## src/common/vshc_pkg.sv

```systemverilog
// Shared constants, encodings and carrier types for the vehicle speed hold controller
package vshc_pkg;

	// ==========================================================
	// Clock and oscillator rates
	localparam int unsigned CLK_FREQ_HZ = 40000000;
	localparam int unsigned MAIN_OSC_FREQ_HZ = 1680;
	localparam int unsigned PULSE_OSC_FREQ_HZ = 1600;
	localparam int unsigned MAIN_DIV = CLK_FREQ_HZ / MAIN_OSC_FREQ_HZ;
	localparam int unsigned PULSE_DIV = CLK_FREQ_HZ / PULSE_OSC_FREQ_HZ;
	localparam int DIV_W = 16;

	// ==========================================================
	// Control cycle, in master oscillator periods
	localparam int SAMPLE_TICKS = 1008;
	localparam int PROC_TICKS = 16;
	localparam int OUT_DELAY_TICKS = 9;
	localparam int HOLD_TICKS = 16;
	localparam logic [9:0] WIN_END = 10'(SAMPLE_TICKS);
	localparam logic [9:0] WIN_LAST = 10'(SAMPLE_TICKS - 1);
	localparam logic [9:0] OUT_POS = 10'(SAMPLE_TICKS - 1 + OUT_DELAY_TICKS);
	localparam logic [9:0] CYC_LAST = 10'(SAMPLE_TICKS + PROC_TICKS - 1);
	localparam logic [4:0] QUAL_TICKS = 5'(HOLD_TICKS);

	// ==========================================================
	// Speed scale: half pulses per sampling window
	localparam int SPD_W = 10;
	localparam logic [9:0] MIN_SPEED = 10'(2 * SAMPLE_TICKS * 2 / 63);
	localparam logic [9:0] MAX_SPEED = 10'(2 * SAMPLE_TICKS * 5 / 42);
	localparam logic [9:0] RB_DROP = 10'(2 * SAMPLE_TICKS / 63);
	localparam logic [9:0] SPEED_UP_COMMAND_STEP = 10'h003;
	localparam logic [9:0] SPEED_RST = 10'h000;
	localparam logic [9:0] SPEED_SAT = 10'h3FF;

	// ==========================================================
	// Encodings
	typedef enum logic [2:0] {
		MODE_OFF = 3'b000,
		MODE_HOLD = 3'b001,
		MODE_SPEED_UP = 3'b010,
		MODE_COAST = 3'b011,
		MODE_RETURN = 3'b100
	} vshc_mode_t;

	// Bit 1 drives the apply valve, bit 0 the release valve
	typedef enum logic [1:0] {
		VALVE_DEC = 2'b00,
		VALVE_HOLD = 2'b01,
		VALVE_INC = 2'b11
	} vshc_valve_t;

	typedef struct packed {
		logic pedal;
		logic ret;
		logic speed_up;
		logic coast;
	} vshc_cmd_t;

	localparam vshc_cmd_t CMD_RST = 4'h0;

endpackage : vshc_pkg

```

## src/hw/vshc_tick_div.sv

```systemverilog
// Free-running divider giving one-cycle ticks that stand in for an oscillator
`timescale 1ns/100ps
module vshc_tick_div
	import vshc_pkg::*;
#(
	parameter int unsigned DIV = 2
) (
	input wire logic clock,
	input wire logic rst,
	output logic tick
);

	logic [DIV_W-1:0] cnt_reg;
	wire wrap = (cnt_reg == DIV_W'(DIV - 1));

	always_ff @(posedge clock or posedge rst) begin
		if (rst) begin
			cnt_reg <= '0;
			tick <= 1'b0;
		end else begin
			cnt_reg <= wrap ? '0 : cnt_reg + DIV_W'(1);
			tick <= wrap;
		end
	end

endmodule : vshc_tick_div

```

## src/hw/vshc_speed_hold.sv

```systemverilog
// Speed hold controller: speed sampling, mode control and valve drive
`timescale 1ns/100ps
module vshc_speed_hold
	import vshc_pkg::*;
#(
	parameter int unsigned MAIN_DIV_P = MAIN_DIV,
	parameter int unsigned PULSE_DIV_P = PULSE_DIV
) (
	input wire logic clock,
	input wire logic rst,
	input wire logic wheel_pulse_in,
	input wire logic coast_cmd_in,
	input wire logic speed_up_cmd_in,
	input wire logic return_to_set_cmd_in,
	input wire logic pedal_disable_in,
	output logic throttle_apply_out,
	output logic throttle_release_out
);

	// ==========================================================
	// Time bases
	logic main_tick;
	logic pulse_tick;
	vshc_tick_div #(.DIV(MAIN_DIV_P)) u_main_osc (
		.clock(clock),
		.rst(rst),
		.tick(main_tick)
	);
	// Trim width comes from its own time base so it can be tuned to the servo
	vshc_tick_div #(.DIV(PULSE_DIV_P)) u_pulse_osc (
		.clock(clock),
		.rst(rst),
		.tick(pulse_tick)
	);

	// ==========================================================
	// Input synchronisers
	vshc_cmd_t cmd_meta_reg;
	vshc_cmd_t cmd_sync_reg;
	vshc_cmd_t cmd_prev_reg;
	logic wheel_meta_reg;
	logic wheel_sync_reg;
	logic wheel_prev_reg;
	always_ff @(posedge clock or posedge rst) begin
		if (rst) begin
			cmd_meta_reg <= CMD_RST;
			cmd_sync_reg <= CMD_RST;
			cmd_prev_reg <= CMD_RST;
			wheel_meta_reg <= 1'b0;
			wheel_sync_reg <= 1'b0;
			wheel_prev_reg <= 1'b0;
		end else begin
			cmd_meta_reg <= {pedal_disable_in, return_to_set_cmd_in,
				speed_up_cmd_in, coast_cmd_in};
			cmd_sync_reg <= cmd_meta_reg;
			cmd_prev_reg <= cmd_sync_reg;
			wheel_meta_reg <= wheel_pulse_in;
			wheel_sync_reg <= wheel_meta_reg;
			wheel_prev_reg <= wheel_sync_reg;
		end
	end
	wire brake = cmd_sync_reg.pedal;
	wire resume_rise = cmd_sync_reg.ret & ~cmd_prev_reg.ret;

	// ==========================================================
	// Hold qualifiers: short taps on speed-up or coast are ignored
	wire [1:0] hold_lvl = {cmd_sync_reg.coast, cmd_sync_reg.speed_up};
	logic [1:0] qual;
	for (genvar g = 0; g < 2; g++) begin : g_qual
		logic [4:0] cnt_reg;
		wire [4:0] cnt_next = !hold_lvl[g] ? 5'h00 :
			(main_tick && !qual[g]) ? cnt_reg + 5'h01 : cnt_reg;
		assign qual[g] = (cnt_reg == QUAL_TICKS);
		always_ff @(posedge clock or posedge rst) begin
			if (rst) begin
				cnt_reg <= 5'h00;
			end else begin
				cnt_reg <= cnt_next;
			end
		end
	end
	wire up_q = qual[0];
	wire coast_q = qual[1];

	// ==========================================================
	// Control cycle and speed sampling
	logic [9:0] cyc_reg;
	logic [SPD_W-1:0] edge_cnt_reg;
	logic [SPD_W-1:0] sample_reg;
	wire decide = main_tick && (cyc_reg == WIN_LAST);
	wire out_step = main_tick && (cyc_reg == OUT_POS);
	wire in_window = (cyc_reg < WIN_END);
	wire wheel_edge = wheel_sync_reg ^ wheel_prev_reg;
	wire [9:0] cyc_next = !main_tick ? cyc_reg :
		(cyc_reg == CYC_LAST) ? 10'h000 : cyc_reg + 10'h001;
	// Both edges count, so one unit is half a sensor period
	wire [SPD_W-1:0] edge_cnt_next = decide ? SPEED_RST :
		(in_window && wheel_edge && edge_cnt_reg != SPEED_SAT) ?
		edge_cnt_reg + 10'h001 : edge_cnt_reg;
	wire [SPD_W-1:0] sample_next = decide ? edge_cnt_reg : sample_reg;

	always_ff @(posedge clock or posedge rst) begin
		if (rst) begin
			cyc_reg <= 10'h000;
			edge_cnt_reg <= SPEED_RST;
			sample_reg <= SPEED_RST;
		end else begin
			cyc_reg <= cyc_next;
			edge_cnt_reg <= edge_cnt_next;
			sample_reg <= sample_next;
		end
	end

	// ==========================================================
	// Mode control
	vshc_mode_t mode_reg;
	vshc_mode_t mode_next;
	vshc_valve_t dec_reg;
	vshc_valve_t dec_next;
	logic [SPD_W-1:0] ref_reg;
	logic [SPD_W-1:0] ref_next;
	logic ref_valid_reg;
	logic ref_valid_next;
	wire [SPD_W-1:0] new_speed = edge_cnt_reg;
	wire in_range = (sample_reg >= MIN_SPEED) && (sample_reg <= MAX_SPEED);
	wire below_min = (new_speed < MIN_SPEED);
	wire rb_trip = ref_valid_reg &&
		((11'(new_speed) + 11'(RB_DROP)) <= 11'(ref_reg));
	wire speed_up_command_slow = 11'(new_speed) < (11'(sample_reg) + 11'(SPEED_UP_COMMAND_STEP));
	wire at_ref = (new_speed >= ref_reg);
	wire vshc_valve_t speed_up_command_cmd = speed_up_command_slow ? VALVE_INC : VALVE_HOLD;
	wire vshc_valve_t trim_cmd = (new_speed < ref_reg) ? VALVE_INC :
		(new_speed > ref_reg) ? VALVE_DEC : VALVE_HOLD;
	wire cmd_free = !brake && !coast_q && !up_q;
	wire resume_take = resume_rise && ref_valid_reg && (mode_reg != MODE_RETURN);

	always_comb begin
		mode_next = mode_reg;
		dec_next = dec_reg;
		ref_next = ref_reg;
		ref_valid_next = ref_valid_reg;
		if (brake) begin
			mode_next = MODE_OFF;
		end else if (coast_q) begin
			mode_next = MODE_COAST;
		end else if (up_q) begin
			mode_next = MODE_SPEED_UP;
			if (decide) begin
				dec_next = speed_up_command_cmd;
			end else if (mode_reg != MODE_SPEED_UP) begin
				dec_next = VALVE_INC;
			end
		end else if (resume_take) begin
			mode_next = MODE_RETURN;
			dec_next = VALVE_INC;
		end else begin
			unique case (mode_reg)
				MODE_OFF: begin
					mode_next = MODE_OFF;
				end
				MODE_COAST, MODE_SPEED_UP: begin
					// Out-of-range speeds keep the old reference
					if (in_range) begin
						ref_next = sample_reg;
						ref_valid_next = 1'b1;
					end
					mode_next = (in_range || ref_valid_reg) ? MODE_HOLD : MODE_OFF;
					dec_next = VALVE_HOLD;
				end
				MODE_HOLD: begin
					if (decide) begin
						if (below_min || rb_trip) begin
							mode_next = MODE_OFF;
						end else begin
							dec_next = trim_cmd;
						end
					end
				end
				MODE_RETURN: begin
					if (decide) begin
						if (rb_trip) begin
							mode_next = MODE_OFF;
						end else if (at_ref) begin
							mode_next = MODE_HOLD;
							dec_next = VALVE_HOLD;
						end else begin
							dec_next = speed_up_command_cmd;
						end
					end
				end
				default: begin
					mode_next = MODE_OFF;
				end
			endcase
		end
	end

	always_ff @(posedge clock or posedge rst) begin
		if (rst) begin
			mode_reg <= MODE_OFF;
			dec_reg <= VALVE_HOLD;
			ref_reg <= SPEED_RST;
			ref_valid_reg <= 1'b0;
		end else begin
			mode_reg <= mode_next;
			dec_reg <= dec_next;
			ref_reg <= ref_next;
			ref_valid_reg <= ref_valid_next;
		end
	end

	// ==========================================================
	// Valve drive
	vshc_valve_t valve_reg;
	wire hold_like = (mode_reg == MODE_HOLD) || (mode_reg == MODE_SPEED_UP) ||
		(mode_reg == MODE_RETURN);
	// A trim pulse ends at the next pulse tick, so it never exceeds one period
	wire vshc_valve_t valve_next = !hold_like ? VALVE_DEC :
		out_step ? dec_reg :
		pulse_tick ? VALVE_HOLD : valve_reg;

	always_ff @(posedge clock or posedge rst) begin
		if (rst) begin
			valve_reg <= VALVE_DEC;
		end else begin
			valve_reg <= valve_next;
		end
	end

	assign throttle_apply_out = valve_reg[1];
	assign throttle_release_out = valve_reg[0];
endmodule : vshc_speed_hold

```

## config.mk

```make
export PLATFORM = sky130hd
export DESIGN_NAME = vshc_speed_hold
export DESIGN_NICKNAME = d
export VERILOG_FILES = /design/src/common/vshc_pkg.sv /design/src/hw/vshc_tick_div.sv /design/src/hw/vshc_speed_hold.sv
export SDC_FILE = /design/constraint.sdc
export NUM_CORES = 1
export LEC_CHECK = 0
export ABC_CLOCK_PERIOD_IN_PS = 4100
export BUFFER_PORTS_ARGS = -buffer_cell sky130_fd_sc_hd__buf_2
export CORE_MARGIN = 4
export CORE_UTILIZATION = 45
export CTS_BUF_LIST = sky130_fd_sc_hd__clkbuf_2 sky130_fd_sc_hd__clkbuf_4 sky130_fd_sc_hd__clkbuf_8
export DETAILED_ROUTE_END_ITERATION = 8
export GPL_ROUTABILITY_DRIVEN = 0
export GPL_TIMING_DRIVEN = 0
export HOLD_SLACK_MARGIN = 0.1
export RECOVER_POWER = 50
export SLEW_MARGIN = 10
export SYNTH_ARGS = -nofsm -noshare
export SYNTH_HDL_FRONTEND = slang
export SYNTH_SLANG_ARGS = --single-unit
```

## constraint.sdc

```tcl
create_clock -name clock -period 4.1 [get_ports clock]
set_input_delay 0.82 -clock clock [delete_from_list [all_inputs] [get_ports clock]]
set_output_delay 0.82 -clock clock [all_outputs]
set_load 0.02 [all_outputs]
```

==> flow_summary.toml <==
[final_layout]
n_fill_cell = 1058
n_antenna_cell = 0
fin_util_pct = 50.45
final_cell_mix = "103 x dfrtp_1, 44 x nor2_1, 40 x nand2_1, 37 x ha_1, 36 x xnor2_1"
nets = 593
layout.cells.non_filler = 697
layout_commonest_cell = "dfrtp_1"
drive_above_1_share_pct = 8.303
syn2layout_area_growth_pct = 7.893

[clocking]
clkSinkCount = 104
cts_tree = "done"
holdBufCountCts = 0
htree_levels = 3
cts.clk_slew.worst_paths_ns = 0.12
ctsResizeCount = 0
clockRootBuffer = "clkbuf_8"
cts_buffers = 9
cts_setup_buffers = 0
clockBufferDepth = 2
clkLatencyLatePin_ns = 0.39

[grt]
grt_max_degree = 69
grt.overflow.total = 0
grt_pass1_vias = 3763
grt_pass1_wl_um = 17860
grt_antenna_before_repair = 0
grt_usage_pct = 15.39

[logic_synthesis]
ys_seq_area_share_pct = 47.75
ys.flop_type = "dfrtp_1"
avgSynthCellArea_um2 = 10.31
synth_edf_count = 0
async_flop_share_pct = 100.0
synth_cell_types = 58
syn_inst = 529
synthesis.nets = 573
ys_ff_latch = 104
netlist_area_um2 = 5453
synth_warnings = 0

[power]
p_leak_nw = 2.665
ir_drop_uv = 234.1
power_density_nw_per_um2 = 360.1
finalPower_mw = 2.118

[detailed_routing]
drc_errors = 0
ant_nets = 0
drtPass1Iterations = 4
drt_wl_total_um = 9977
vias = 3800
first_iter_violations = 224
post_drt_via_cell_ratio = 5.452
wire_per_inst_um = 14.31

[critical_path]
worstSetupEndpointType = "register"
ff2ff_path_depth = 12
worstSetupPathType = "reg -> reg"
r2r_end = "dec_reg[1]"
startpoint_type = "register"
crit_required_ns = 4.43
path_max_fanout = 4
ff2ff_setup_slack_ns = 0.71
reg2reg_from = "sample_reg[0]"
crit_arrival_ns = 3.72

[sta]
setup_violations = 0
maxSlewViolCount = 107
timing.max_slew.rel_slack_pct = -9.965
fin_crit_ns = 3.389
tns_ns = 0
clock_skew_ns = 0.02273
fmax_mhz = 295.1
min_period_over_period_pct = 82.65
rsz0062_at_grt = "no"
tightest_slew_ns = 1.640
hold_viol = 0
fin_ws_ns = 0.7113

[placement]
dp_cells = 681
dpl.hpwl_um = 7278
portBuffers = 8
place_ws_ns = 0.8497

[run_status]
status = "complete, but fails checks"
violations = "capacitance limit, slew limit"

[floorplanning]
die_area_um2 = 13940
rows = 39
dieWidth_um = 118.1
core_um2 = 11660
start_util_pct = 46.75
die_y_um = 118.1
ioPinCount = 9

[min_path]
hold_path_depth = 0
hp-start = "cmd_meta_reg[3]"
hold_class = "reg -> reg"
hold-path-endpoint = "brake"

[run]
maxCapViolCount = 2
-- metrics by stage --
stage	instance area, um^2	hold slack, ns
detailed placement	5704	0.3347
global route	5883	0.3598
global placement	5672	0.3317
floorplan	5453	0.3312
finish	5883	0.3461
CTS	5909	0.3575
-- where the power goes --
| group | switching, mW | total, mW | internal, mW |
|---|---|---|---|
| sequential | 0.0745 | 1.14 | 1.06 |
| combinational | 0.189 | 0.330 | 0.141 |
| clock | 0.404 | 0.651 | 0.246 |
| total | 0.668 | 2.12 | 1.45 |
-- cell usage after synthesis, types with 3 or more instances --
| master | count | area share (%) |
|---|---|---|
| nand3_1 | 25 | 2.3 |
| and3_1 | 9 | 1.0 |
| o21ai_0 | 9 | 0.83 |
| mux2_2 | 10 | 2.1 |
| clkbuf_1 | 9 | 0.62 |
| o21ai_1 | 3 | 0.28 |
| nor2_1 | 44 | 3.0 |
| ha_1 | 37 | 8.5 |
| or3_1 | 6 | 0.69 |
| nor2b_1 | 7 | 0.80 |
| nor3b_1 | 3 | 0.41 |
| dfrtp_1 | 103 | 47 |
| o211ai_1 | 5 | 0.69 |
| a21oi_1 | 24 | 2.2 |
| mux2_1 | 7 | 1.4 |
| nand2_1 | 40 | 2.8 |
| nand4_1 | 18 | 2.1 |
| xnor2_1 | 36 | 5.8 |
| xor2_1 | 24 | 3.9 |
| a21o_1 | 6 | 0.83 |
| nor3_1 | 14 | 1.3 |
| inv_1 | 33 | 2.3 |
| nor4_1 | 5 | 0.57 |
| and2_1 | 7 | 0.80 |
-- cells by family (layout without fill, tap and decap cells) --
group | after synthesis | count (layout) | share of synthesized area [%]
xor gates and xnor gates | 60 | 60 | 9.637
DFF | 104 | 104 | 47.75
adders and majority gates | 37 | 37 | 8.490
muxes | 19 | 19 | 3.878
and+or+nand+nor | 200 | 200 | 19.48
AOI/OAI and AO/OA | 65 | 65 | 7.688
buffers and inverters | 44 | 69 | 3.075
-- worst max-delay path by stage --
stage	depth (start not counted)	startpoint	slack, ns	endpoint
2_1_floorplan	1	rst	0.55	brake
3_3_place_gp	2	rst	-0.69	u_pulse_osc.cnt_reg[14]
3_5_place_dp	11	sample_reg[0]	0.85	dec_reg[1]
4_1_cts	11	sample_reg[0]	0.79	dec_reg[1]
5_1_grt	3	rst	0.44	cyc_reg[9]
6_report	12	sample_reg[0]	0.71	dec_reg[1]
-- area by class of cell --
cell class,instances,area (um^2),area share [%]
Multi-Input combinational cell,381,2681,45.58
Tap cell,143,178.9,3.041
Clock buffer,9,123.9,2.105
Buffer,11,43.79,0.7444
Sequential cell,104,2604,44.26
Timing Repair Buffer,9,45.04,0.7656
Clock inverter,7,81.33,1.382
Inverter,33,125.1,2.127
-- metal layers --
metal / share of wire [%] / global-route usage (%) / up-vias
met4: 1.7 / 5.568 / 0
li1: - / - / 1891
met5: 0 / 0 / -
met1: 50 / 21.58 / 1853
met3: 2.5 / 3.556 / 16
met2: 46 / 23.29 / 40
-- worst max-delay path, stage by stage, from the launching register on --
cell	delay, ns
dfrtp_1	0.40
inv_1	0.10
ha_1	0.25
nor3b_1	0.43
nand2_1	0.13
xor2_1	0.16
ha_1	0.29
nand4_1	0.14
a211o_1	0.12
o21ai_0	0.09
a2111oi_0	0.78
o32a_1	0.28
mux2_2	0.15
Power figures use the tool's default switching activity.
